$ cat src/bstap_pkg.sv
// package for the boundary-scan test access port
// assumes one system clock that oversamples the test clock
package bstap_pkg;
	localparam int IR_W = 4;
	localparam int ID_W = 32;
	localparam int PTR_W = 12;
	localparam int DATA_W = 32;
	localparam logic [IR_W-1:0] IR_CAPTURE = 4'h1;
	localparam logic [IR_W-1:0] IR_RESET = 4'hf;
	localparam logic [IR_W-1:0] IR_IDCODE = 4'h2;
	localparam logic [IR_W-1:0] IR_BYPASS = 4'hf;
	// identification value is arbitrary
	localparam logic [ID_W-1:0] ID_VALUE = 32'h0000_1001;
	localparam logic [PTR_W-1:0] PTR_RESET = 12'h000;
	localparam logic [DATA_W-1:0] OUT_RESET = 32'h0000_0000;
	typedef enum logic [3:0] {
		S_RESET, S_IDLE, S_SEL_DR, S_CAP_DR, S_SH_DR, S_EX1_DR, S_PA_DR, S_EX2_DR, S_UP_DR,
		S_SEL_IR, S_CAP_IR, S_SH_IR, S_EX1_IR, S_PA_IR, S_EX2_IR, S_UP_IR
	} bstap_state_t;
endpackage : bstap_pkg

$ cat src/bstap_sync.sv
// two-flop synchroniser with set value
// assumes inputs arrive from outside the clock domain
`timescale 1ns/1ps
`default_nettype none
module bstap_sync #(
	parameter logic INIT = 1'b1
) (
	input  wire logic clk,
	input  wire logic rst_n,
	input  wire logic d,
	output var  logic q
);
	logic stage1;
	always_ff @(posedge clk or negedge rst_n) begin
		if (!rst_n) begin
			stage1 <= INIT;
			q      <= INIT;
		end else begin
			stage1 <= d;
			q      <= stage1;
		end
	end
endmodule : bstap_sync
`default_nettype wire

$ cat src/bstap_top.sv
// boundary-scan tap of the fifo, oversampled on the system clock
// assumes test clock period well above four system clocks
`timescale 1ns/1ps
`default_nettype none
module bstap_top
	import bstap_pkg::*;
(
	input  wire logic              REF_CLK,
	input  wire logic              RST_N,
	input  wire logic              TCK,
	input  wire logic              TMS,
	input  wire logic              TMS_PRESENT,
	input  wire logic              TDI,
	input  wire logic              TDI_PRESENT,
	input  wire logic              TRST_N,
	input  wire logic              TRST_PRESENT,
	input  wire logic              FIFO_MASTER_RESET_N,
	output logic                   TDO,
	output logic                   TDO_OE,
	output logic                   FIFO_Q_OE,
	output logic [PTR_W-1:0]       FIFO_WR_PTR,
	output logic [PTR_W-1:0]       FIFO_RD_PTR,
	output logic [DATA_W-1:0]      FIFO_OUT_REG
);
	// ----------------------------------------
	// input conditioning
	// ----------------------------------------
	logic tck_s, tms_s, tdi_s, trst_s, mrs_s;
	logic tms_pin, tdi_pin, trst_pin;
	assign tms_pin  = TMS_PRESENT ? TMS : 1'b1;
	assign tdi_pin  = TDI_PRESENT ? TDI : 1'b1;
	assign trst_pin = TRST_PRESENT ? TRST_N : 1'b1;
	bstap_sync #(.INIT(1'b0)) u_tck (.clk(REF_CLK), .rst_n(RST_N), .d(TCK), .q(tck_s));
	bstap_sync #(.INIT(1'b1)) u_tms (.clk(REF_CLK), .rst_n(RST_N), .d(tms_pin), .q(tms_s));
	bstap_sync #(.INIT(1'b1)) u_tdi (.clk(REF_CLK), .rst_n(RST_N), .d(tdi_pin), .q(tdi_s));
	bstap_sync #(.INIT(1'b1)) u_mrs (.clk(REF_CLK), .rst_n(RST_N), .d(FIFO_MASTER_RESET_N), .q(mrs_s));
	// async clear of the test reset flop pair, independent of test clock
	logic trst_m;
	always_ff @(posedge REF_CLK or negedge trst_pin) begin
		if (!trst_pin) begin
			trst_m <= 1'b0;
			trst_s <= 1'b0;
		end else begin
			trst_m <= 1'b1;
			trst_s <= trst_m;
		end
	end

	// ----------------------------------------
	// edge detection
	// ----------------------------------------
	logic tck_d, rise, fall;
	always_ff @(posedge REF_CLK or negedge RST_N) begin
		if (!RST_N) tck_d <= 1'b0;
		else tck_d <= tck_s;
	end
	assign rise = tck_s & ~tck_d;
	assign fall = ~tck_s & tck_d;

	// ----------------------------------------
	// tap controller
	// ----------------------------------------
	bstap_state_t state, next_state;
	logic [IR_W-1:0] ir_sh, ir, next_ir_sh, next_ir;
	logic [ID_W-1:0] dr_id, next_dr_id;
	logic byp, next_byp;
	logic was_reset, next_was_reset;
	logic tdo_r, tdo_oe_r, next_tdo, next_tdo_oe;

	function automatic bstap_state_t step(input bstap_state_t s, input logic m);
		case (s)
			S_RESET:  step = m ? S_RESET  : S_IDLE;
			S_IDLE:   step = m ? S_SEL_DR : S_IDLE;
			S_SEL_DR: step = m ? S_SEL_IR : S_CAP_DR;
			S_CAP_DR: step = m ? S_EX1_DR : S_SH_DR;
			S_SH_DR:  step = m ? S_EX1_DR : S_SH_DR;
			S_EX1_DR: step = m ? S_UP_DR  : S_PA_DR;
			S_PA_DR:  step = m ? S_EX2_DR : S_PA_DR;
			S_EX2_DR: step = m ? S_UP_DR  : S_SH_DR;
			S_UP_DR:  step = m ? S_SEL_DR : S_IDLE;
			S_SEL_IR: step = m ? S_RESET  : S_CAP_IR;
			S_CAP_IR: step = m ? S_EX1_IR : S_SH_IR;
			S_SH_IR:  step = m ? S_EX1_IR : S_SH_IR;
			S_EX1_IR: step = m ? S_UP_IR  : S_PA_IR;
			S_PA_IR:  step = m ? S_EX2_IR : S_PA_IR;
			S_EX2_IR: step = m ? S_UP_IR  : S_SH_IR;
			S_UP_IR:  step = m ? S_SEL_DR : S_IDLE;
			default:  step = S_RESET;
		endcase
	endfunction : step

	always_comb begin
		next_state     = state;
		next_ir_sh     = ir_sh;
		next_ir        = ir;
		next_dr_id     = dr_id;
		next_byp       = byp;
		next_was_reset = was_reset;
		next_tdo       = tdo_r;
		next_tdo_oe    = tdo_oe_r;
		// act only on rising test clock edges
		if (rise) begin
			next_state = step(state, tms_s);
			// five mode-high clocks reach reset from any state
			if (state == S_RESET) begin
				next_ir        = IR_IDCODE;
				next_was_reset = 1'b1;
			end
			case (state)
				S_CAP_IR: next_ir_sh = IR_CAPTURE;
				S_SH_IR:  next_ir_sh = {tdi_s, ir_sh[IR_W-1:1]};
				S_UP_IR:  next_ir = ir_sh;
				S_CAP_DR: begin
					next_dr_id = ID_VALUE;
					next_byp   = 1'b0;
				end
				S_SH_DR: begin
					if (ir == IR_BYPASS) next_byp = tdi_s;
					else next_dr_id = {tdi_s, dr_id[ID_W-1:1]};
				end
				default: ;
			endcase
		end
		// outputs move on falling edge only
		if (fall) begin
			next_tdo_oe = (state == S_SH_DR) || (state == S_SH_IR);
			if (state == S_SH_IR) next_tdo = ir_sh[0];
			else if (ir == IR_BYPASS) next_tdo = byp;
			else next_tdo = dr_id[0];
		end
	end

	always_ff @(posedge REF_CLK or negedge RST_N) begin
		if (!RST_N) begin
			// no reset of controller state from power-up
			state     <= S_IDLE;
			ir_sh     <= IR_RESET;
			ir        <= IR_RESET;
			dr_id     <= ID_VALUE;
			byp       <= 1'b0;
			was_reset <= 1'b0;
			tdo_r     <= 1'b0;
			tdo_oe_r  <= 1'b0;
		end else if (!trst_s) begin
			state     <= S_RESET;
			ir_sh     <= IR_RESET;
			ir        <= IR_IDCODE;
			dr_id     <= ID_VALUE;
			byp       <= 1'b0;
			was_reset <= 1'b1;
			tdo_r     <= 1'b0;
			tdo_oe_r  <= 1'b0;
		end else begin
			state     <= next_state;
			ir_sh     <= next_ir_sh;
			ir        <= next_ir;
			dr_id     <= next_dr_id;
			byp       <= next_byp;
			was_reset <= next_was_reset;
			tdo_r     <= next_tdo;
			tdo_oe_r  <= next_tdo_oe;
		end
	end

	// ----------------------------------------
	// fifo side
	// ----------------------------------------
	logic [PTR_W-1:0] wr_ptr, rd_ptr;
	logic [DATA_W-1:0] out_reg;
	logic q_oe;
	always_ff @(posedge REF_CLK or negedge RST_N) begin
		if (!RST_N) begin
			wr_ptr  <= PTR_RESET;
			rd_ptr  <= PTR_RESET;
			out_reg <= OUT_RESET;
			q_oe    <= 1'b0;
		end else begin
			// master reset clears pointers and output register
			if (!mrs_s) begin
				wr_ptr  <= PTR_RESET;
				rd_ptr  <= PTR_RESET;
				out_reg <= OUT_RESET;
			end
			// outputs released until controller reset seen
			q_oe <= was_reset;
		end
	end
	assign TDO          = tdo_r;
	assign TDO_OE       = tdo_oe_r;
	assign FIFO_Q_OE    = q_oe;
	assign FIFO_WR_PTR  = wr_ptr;
	assign FIFO_RD_PTR  = rd_ptr;
	assign FIFO_OUT_REG = out_reg;

	// ----------------------------------------
	// checks
	// ----------------------------------------
	AST_TDO_OE_SHIFT: assert property (@(posedge REF_CLK) disable iff (!RST_N || !trst_s)
		fall |=> (TDO_OE == ($past(state) == S_SH_DR || $past(state) == S_SH_IR)))
		else $error("tdo enable wrong after falling edge");
	AST_TDO_FALL_ONLY: assert property (@(posedge REF_CLK) disable iff (!RST_N || !trst_s)
		!$past(fall) |-> $stable(TDO))
		else $error("tdo moved off falling edge");
	AST_STATE_RISE: assert property (@(posedge REF_CLK) disable iff (!RST_N || !trst_s)
		!$past(rise) |-> $stable(state))
		else $error("state moved off rising edge");
	AST_TRST_RESET: assert property (@(posedge REF_CLK) disable iff (!RST_N)
		!trst_s |=> state == S_RESET && was_reset)
		else $error("test reset ignored");
	AST_FIVE_TMS: assert property (@(posedge REF_CLK) disable iff (!RST_N || !trst_s)
		rise && tms_s && state == S_SEL_IR |=> state == S_RESET)
		else $error("mode-high path to reset broken");
	AST_Q_HIZ: assert property (@(posedge REF_CLK) disable iff (!RST_N)
		!was_reset |=> !FIFO_Q_OE)
		else $error("fifo outputs driven before tap reset");
	AST_IR_SHIFT: assert property (@(posedge REF_CLK) disable iff (!RST_N || !trst_s)
		rise && state == S_SH_IR |=> ir_sh[IR_W-1] == $past(tdi_s))
		else $error("instruction shift lost data");
	AST_MRS_CLEAR: assert property (@(posedge REF_CLK) disable iff (!RST_N)
		!mrs_s |=> FIFO_WR_PTR == PTR_RESET && FIFO_OUT_REG == OUT_RESET)
		else $error("master reset did not clear");
	AST_IDLE_STEP: assert property (@(posedge REF_CLK) disable iff (!RST_N || !trst_s)
		rise && state == S_IDLE && !tms_s |=> state == S_IDLE)
		else $error("idle did not hold");
endmodule : bstap_top
`default_nettype wire

$ cat config.mk
export PLATFORM = sky130hd
export DESIGN_NAME = bstap_top
export DESIGN_NICKNAME = d
export VERILOG_FILES = /design/src/bstap_pkg.sv /design/src/bstap_sync.sv /design/src/bstap_top.sv
export SDC_FILE = /design/constraint.sdc
export NUM_CORES = 1
export LEC_CHECK = 0
export BUFFER_PORTS_ARGS = -buffer_cell sky130_fd_sc_hd__buf_2
export CORE_UTILIZATION = 58
export CTS_CLUSTER_DIAMETER = 60
export CTS_CLUSTER_SIZE = 20
export DETAILED_ROUTE_END_ITERATION = 8
export PLACE_DENSITY = 0.85
export SYNTH_ARGS = -nofsm -noshare
export SYNTH_HDL_FRONTEND = slang
export SYNTH_HIERARCHICAL = 1
export SYNTH_SLANG_ARGS = --single-unit
export TNS_END_PERCENT = 100
$ cat constraint.sdc
create_clock -name REF_CLK -period 4.8 [get_ports REF_CLK]
set_input_delay 0.24 -clock REF_CLK [delete_from_list [all_inputs] [get_ports REF_CLK]]
set_output_delay 0.24 -clock REF_CLK [all_outputs]
set_load 0.05 [all_outputs]
==> results.py, run 1 <==
metrics = {
    "status": {
        "status": "completed",
    },
    "power": {
        "power_density_nw_per_um2": 381.3,
        "ir_worst_vdd_mv": 0.3388,
        "p_leak_nw": 1.399,
    },
    "final_layout": {
        "fillers": 361,
        "antenna_cells": 0,
        "finalInstanceArea_um2": 3005,
        "finalNetCount": 288,
        "stdcell_count": 350,
        "multi_input_area_um2": 1091,
        "area_growth_pct": 3.179,
        "drive_above_1_share": 0.2049,
        "seq_area_um2": 1470,
    },
    "clocking": {
        "cts-root-buf": "clkbuf_8",
        "post-cts-setup-buffer-count": 0,
        "worstSkewPairLatency_ns": 0.33,
        "cts_max_level": 3,
        "cts.sinks": 58,
        "cts_resized": 0,
        "clk_pin_slew_ns": 0.07,
        "cts_buffers": 9,
        "ctsHoldBuffers": 3,
        "cts_tree": "yes",
        "cts_buffer_depth": 2,
    },
    "synth": {
        "synth-main-ff-cell": "dfrtp_1",
        "synth_edf_count": 0,
        "synth.distinct_cells": 46,
        "ys_ff_latch": 58,
        "ys_warn_count": 6,
        "synthArstFlopShare": 1.000,
        "netlist_area_um2": 2913,
        "yosysSeqAreaShare": 0.5047,
        "syn_inst": 271,
        "syn_avg_cell_area_um2": 10.75,
    },
    "sta": {
        "max_freq_ghz": 0.3617,
        "fin_crit_ns": 2.765,
        "rsz0062_at_grt": "false",
        "setup_viol": 0,
        "tightest_slew_ns": 1.197,
        "period_share": 0.5760,
        "slew_viol_final": 0,
        "hold_ws_ns": 0.03444,
        "report.final.hold_viol_count": 0,
        "timing.slew.headroom": 0.2023,
        "final.setup.tns_ns": 0,
        "fin_skew_ns": 0.008312,
    },
    "worst_setup_path": {
        "cp-start-kind": "register",
        "cp.arrival_ns": 3.02,
        "required_ns": 5.06,
        "critPathKind": "register to register",
        "cp-end-kind": "register",
        "worst-path-max-fanout": 31,
        "ff2ff_path_depth": 4,
    },
    "die": {
        "die_w_um": 72.87,
        "initial_core_util": 0.6086,
        "fp.dieArea_um2": 5309,
        "core_um2": 4786,
        "io-pin-count": 69,
        "die_y_um": 72.87,
        "rows": 25,
    },
    "global_route": {
        "grt.overflow.total": 0,
        "grt_pass1_wl_um": 7500,
        "grt_use_total": 0.1934,
        "grt_antenna_before_repair": 0,
        "grt_pass1_vias": 1591,
        "grt_max_degree": 57,
    },
    "drt": {
        "ant_nets": 0,
        "dr.pass1.iters": 4,
        "vias": 1822,
        "avgRoutedWirePerCell_um": 13.19,
        "drt_iter0_markers": 140,
        "drc": 0,
        "wirelength_um": 4616,
        "vias_per_cell": 5.206,
    },
    "placement": {
        "placed_area_um2": 2749,
        "dp_hpwl_um": 2752,
        "gp_congestion": 0.8101,
        "io_buffer_count": 11,
        "place_inst": 331,
    },
    "min_path": {
        "min_path_type": "input pin to async pin",
    },
    "job": {
        "drv_cap": 0,
    },
}
## stage by stage
stage / total power (W) / util / setup WS [ns]
final: 0.001146 / 0.6280 / 2.035
after global routing: 0.001193 / 0.6280 / 1.811
after floorplan: 0.0006749 / - / 3.044
after detailed placement: 0.0006565 / 0.5744 / 2.092
after global placement: 0.0006553 / 0.5744 / 2.163
after CTS: 0.001160 / 0.6280 / 2.068
## Yosys cell counts, types with 5 or more instances
| library cell | instances | share of area |
|---|---|---|
| a21oi_1 | 8 | 0.014 |
| a22o_1 | 21 | 0.063 |
| a22o_2 | 8 | 0.027 |
| buf_4 | 56 | 0.14 |
| clkbuf_1 | 10 | 0.013 |
| dfrtp_1 | 43 | 0.37 |
| dfstp_2 | 15 | 0.14 |
| inv_1 | 11 | 0.014 |
| nand2_1 | 15 | 0.019 |
| nand2b_1 | 5 | 0.011 |
| nand3_1 | 7 | 0.012 |
| nor2_1 | 5 | 0.0064 |
| nor2b_1 | 6 | 0.013 |
| o21ai_0 | 10 | 0.017 |
## final timing paths
path / startpoint / endpoint / slack, ns
max: state[2] / dr_id[21] / 2.04
min reg2reg: u_tck/stage1 / u_tck/q / 0.35
max reg2reg: state[2] / dr_id[21] / 2.04
min in group REF_CLK: TMS_PRESENT / u_tms/stage1 / 0.04
max in group asynchronous: TRST_PRESENT / trst_m / 3.82
min: RST_N / state[2] / 0.03
## report_power, final
group	switching, W	internal (W)
Clock	0.000188	0.000307
Sequential	0.0000127	0.000498
Combinational	0.000125	0.0000156
## cells by family (layout without fill, tap and decap cells)
kind of cell / after synthesis / after routing / synth area share
AO/OA/AOI/OAI: 70 / 70 / 0.1860
buffers and inverters: 85 / 42 / 0.1937
AND/OR/NAND/NOR: 54 / 54 / 0.1065
XOR/XNOR: 1 / 1 / 0.003007
multiplexers: 1 / 1 / 0.003437
flip-flops: 58 / 58 / 0.5047
other: 2 / 57 / 0.002578
## per-layer routing
metal / global-route usage / vias up / share of wire
li1: - / 855 / -
met1: 0.2611 / 881 / 0.46
met2: 0.2804 / 82 / 0.47
met3: 0.07182 / 4 / 0.058
met4: 0.08497 / 0 / 0.010
met5: 0 / - / 0
## sequential cells by signal, summed over array words and instances (netlist names), 4 cells and up
| name | count |
|---|---|
| ir_sh | 4 |
| dr_id | 32 |
| ir | 4 |
| state | 4 |
## critical path, stage by stage, from the launching register on
cell and delay [ns]:
dfrtp_1 0.71, nor4b_2 0.46, nand2_1 0.23, o22ai_2 0.99
a22o_2 0.30
## layout by cell type, fill, tap and decap left out, types with 3 or more instances in the layout
| master | n |
|---|---|
| conb_1 | 57 |
| dfrtp_1 | 43 |
| a22o_1 | 21 |
| nand2_1 | 15 |
| dfstp_2 | 15 |
| inv_1 | 11 |
| buf_2 | 11 |
| o21ai_0 | 10 |
| clkbuf_8 | 10 |
| a21oi_1 | 8 |
| a22o_2 | 8 |
| nand3_1 | 7 |
| nor2b_1 | 6 |
| nand2b_1 | 5 |
| nor2_1 | 5 |
| o211ai_1 | 4 |
| nand3b_1 | 3 |
| dlygate4sd3_1 | 3 |
## layout make-up
class / instances / area share
inverter: 11 / 0.01374
tap: 67 / 0.02789
sequential: 58 / 0.4892
multi-input combinational: 183 / 0.3630
clock inverter: 6 / 0.02956
clock buffer: 10 / 0.04580
timing repair buffer: 15 / 0.03081
Power figures use the tool's default switching activity.
==> run 2, diff against run 1 <==
--- a/config.mk
+++ b/config.mk
@@ -6,11 +6,11 @@
 export NUM_CORES = 1
 export LEC_CHECK = 0
 export BUFFER_PORTS_ARGS = -buffer_cell sky130_fd_sc_hd__buf_2
-export CORE_UTILIZATION = 58
+export CORE_UTILIZATION = 53
 export CTS_CLUSTER_DIAMETER = 60
 export CTS_CLUSTER_SIZE = 20
 export DETAILED_ROUTE_END_ITERATION = 8
-export PLACE_DENSITY = 0.85
+export PLACE_DENSITY = 0.79
 export SYNTH_ARGS = -nofsm -noshare
 export SYNTH_HDL_FRONTEND = slang
 export SYNTH_HIERARCHICAL = 1
==> constraint.sdc (replaced) <==
create_clock -name REF_CLK -period 2.85 [get_ports REF_CLK]
set_input_delay 0.1425 -clock REF_CLK [delete_from_list [all_inputs] [get_ports REF_CLK]]
set_output_delay 0.1425 -clock REF_CLK [all_outputs]
set_load 0.05 [all_outputs]
==> run 2 against run 1 <==
Compared with the run above:
- clock power is 87% higher
- combinational power is 75% higher
- worst hold slack better by 0.18 ns
- sequential cell count stayed put
- first-iteration DRC count decreased by 36%
- sequential power rose by 68%
- largest cell class unchanged
- maximum frequency increased by 20%
- sequential share of layout area decreased by 1.6 points
- cell count grew 3.1%
- critical endpoint is now dr_id[11]
==> results.py, run 2 (synthesis results as in run 1) <==
metrics = {
    "status": {
        "status": "completed",
    },
    "global_route": {
        "grt_use_total": 0.1716,
        "grt_pass1_wl_um": 7686,
        "grt_pass1_vias": 1610,
        "grt_max_degree": 38,
        "grt_antenna_before_repair": 0,
        "grt.overflow.total": 0,
    },
    "power": {
        "p_leak_nw": 1.448,
        "power_density_nw_per_um2": 653.7,
        "ir_worst_vdd_mv": 0.6794,
    },
    "worst_setup_path": {
        "crit_family": "simple AND/OR/NAND/NOR gates",
        "slowest_delay_ns": 0.71,
        "crit_buf_inv": 1,
        "r2r_slack_ns": 0.54,
        "r2r-start": "state[2]",
        "critPathKind": "register to register",
        "regToRegEndpoint": "dr_id[11]",
        "crit_chain": "nor4b_2, nand2_1, nor3_4, buf_4, a22o_1",
        "critPathSlowestCell": "dfrtp_1",
        "cp-end-kind": "register",
        "required_ns": 3.12,
        "cp.arrival_ns": 2.58,
        "worst-path-max-fanout": 31,
        "cp-start-kind": "register",
        "ff2ff_path_depth": 5,
    },
    "die": {
        "fp.dieArea_um2": 5797,
        "io-pin-count": 69,
        "rows": 26,
        "core_um2": 5205,
        "die_y_um": 76.14,
        "initial_core_util": 0.5596,
        "die_w_um": 76.14,
    },
    "drt": {
        "vias_per_cell": 5.136,
        "ant_nets": 0,
        "dr.pass1.iters": 5,
        "avgRoutedWirePerCell_um": 12.56,
        "vias": 1854,
        "wirelength_um": 4533,
        "drc": 0,
        "drt_iter0_markers": 90,
    },
    "sta": {
        "fin_crit_ns": 2.311,
        "period_share": 0.8110,
        "rsz0062_at_grt": "false",
        "setup_viol": 0,
        "slew_viol_final": 0,
        "max_freq_ghz": 0.4327,
        "hold_ws_ns": 0.2151,
        "fin_skew_ns": 0.009844,
        "report.final.hold_viol_count": 0,
        "final.setup.tns_ns": 0,
        "tightest_slew_ns": 0.5779,
        "timing.slew.headroom": 0.6147,
    },
    "final_layout": {
        "drive_above_1_share": 0.2096,
        "finalNetCount": 296,
        "antenna_cells": 0,
        "stdcell_count": 361,
        "final_util": 0.5964,
        "final_common_cell": "conb_1",
        "final_cell_mix": "57 x conb_1, 43 x dfrtp_1, 21 x a22o_1, 15 x nand2_1, 15 x dfstp_2",
        "finalInstanceArea_um2": 3104,
        "regMostFlops": "dr_id",
        "largest_register_ffs": 32,
        "area_growth_pct": 6.572,
    },
    "placement": {
        "io_buffer_count": 11,
        "placed_area_um2": 2775,
        "gp_congestion": 0.8088,
        "dp_hpwl_um": 2758,
        "place_inst": 337,
    },
    "clocking": {
        "cts_tree": "yes",
        "cts_buffers": 9,
        "clk_pin_slew_ns": 0.07,
        "cts_max_level": 3,
        "cts_buffer_depth": 2,
        "cts.sinks": 58,
        "cts-root-buf": "clkbuf_8",
        "worstSkewPairLatency_ns": 0.34,
    },
    "min_path": {
        "min_path_type": "input pin to async pin",
    },
    "job": {
        "drv_cap": 0,
    },
}
## run 2: cell type report
class	count	area [µm²]
timing repair buffer	23	165.2
tap	70	87.58
clock buffer	9	123.9
inverter	11	41.29
clock inverter	7	125.1
multi-input combinational	183	1091
fill	429	2101
sequential	58	1470
## run 2: worst max-delay path by stage
stage / start / end / slack [ns] / cells past startpoint
after floorplan: state[0] / dr_id[15] / 1.09 / 6
after global placement: state[2] / dr_id[13] / 0.64 / 5
after detailed placement: state[2] / dr_id[19] / 0.58 / 5
after CTS: state[2] / dr_id[11] / 0.57 / 5
after global routing: state[2] / dr_id[11] / 0.34 / 5
final: state[2] / dr_id[11] / 0.54 / 5
## run 2: tightest hold or removal path: cells and delay by family
kind,cells,cell delay (ns)
buf+inv,2,0.66
simple gates,1,0.09
## run 2: power by group
group,leakage [nW],switching [W],total (W),internal [W]
clock network,0.124,0.000339,0.000927,0.000587
logic,0.591,0.000214,0.000247,0.0000326
registers,0.732,0.0000178,0.000856,0.000838
## run 2: per-stage QoR
stage	worst slack, ns	power, W
3_3_place_gp	0.6410	0.001105
2_1_floorplan	1.094	0.001137
6_report	0.5387	0.002029
4_1_cts	0.5655	0.002045
5_1_grt	0.3373	0.002100
3_5_place_dp	0.5821	0.001107
## run 2: timing repair
item	in CTS	in global routing
setup endpoints to repair	0	0
buffers inserted	0	0
endpoints found under the hold margin	23	0
resized for setup	0	0
hold buffers	8	0
## run 2: routing by layer
metal	vias up	global-route usage	routed length, µm
met3	12	0.04192	249
met5	-	0	0
met4	0	0.1038	103
li1	866	-	-
met2	68	0.2364	1983
met1	908	0.2446	2197
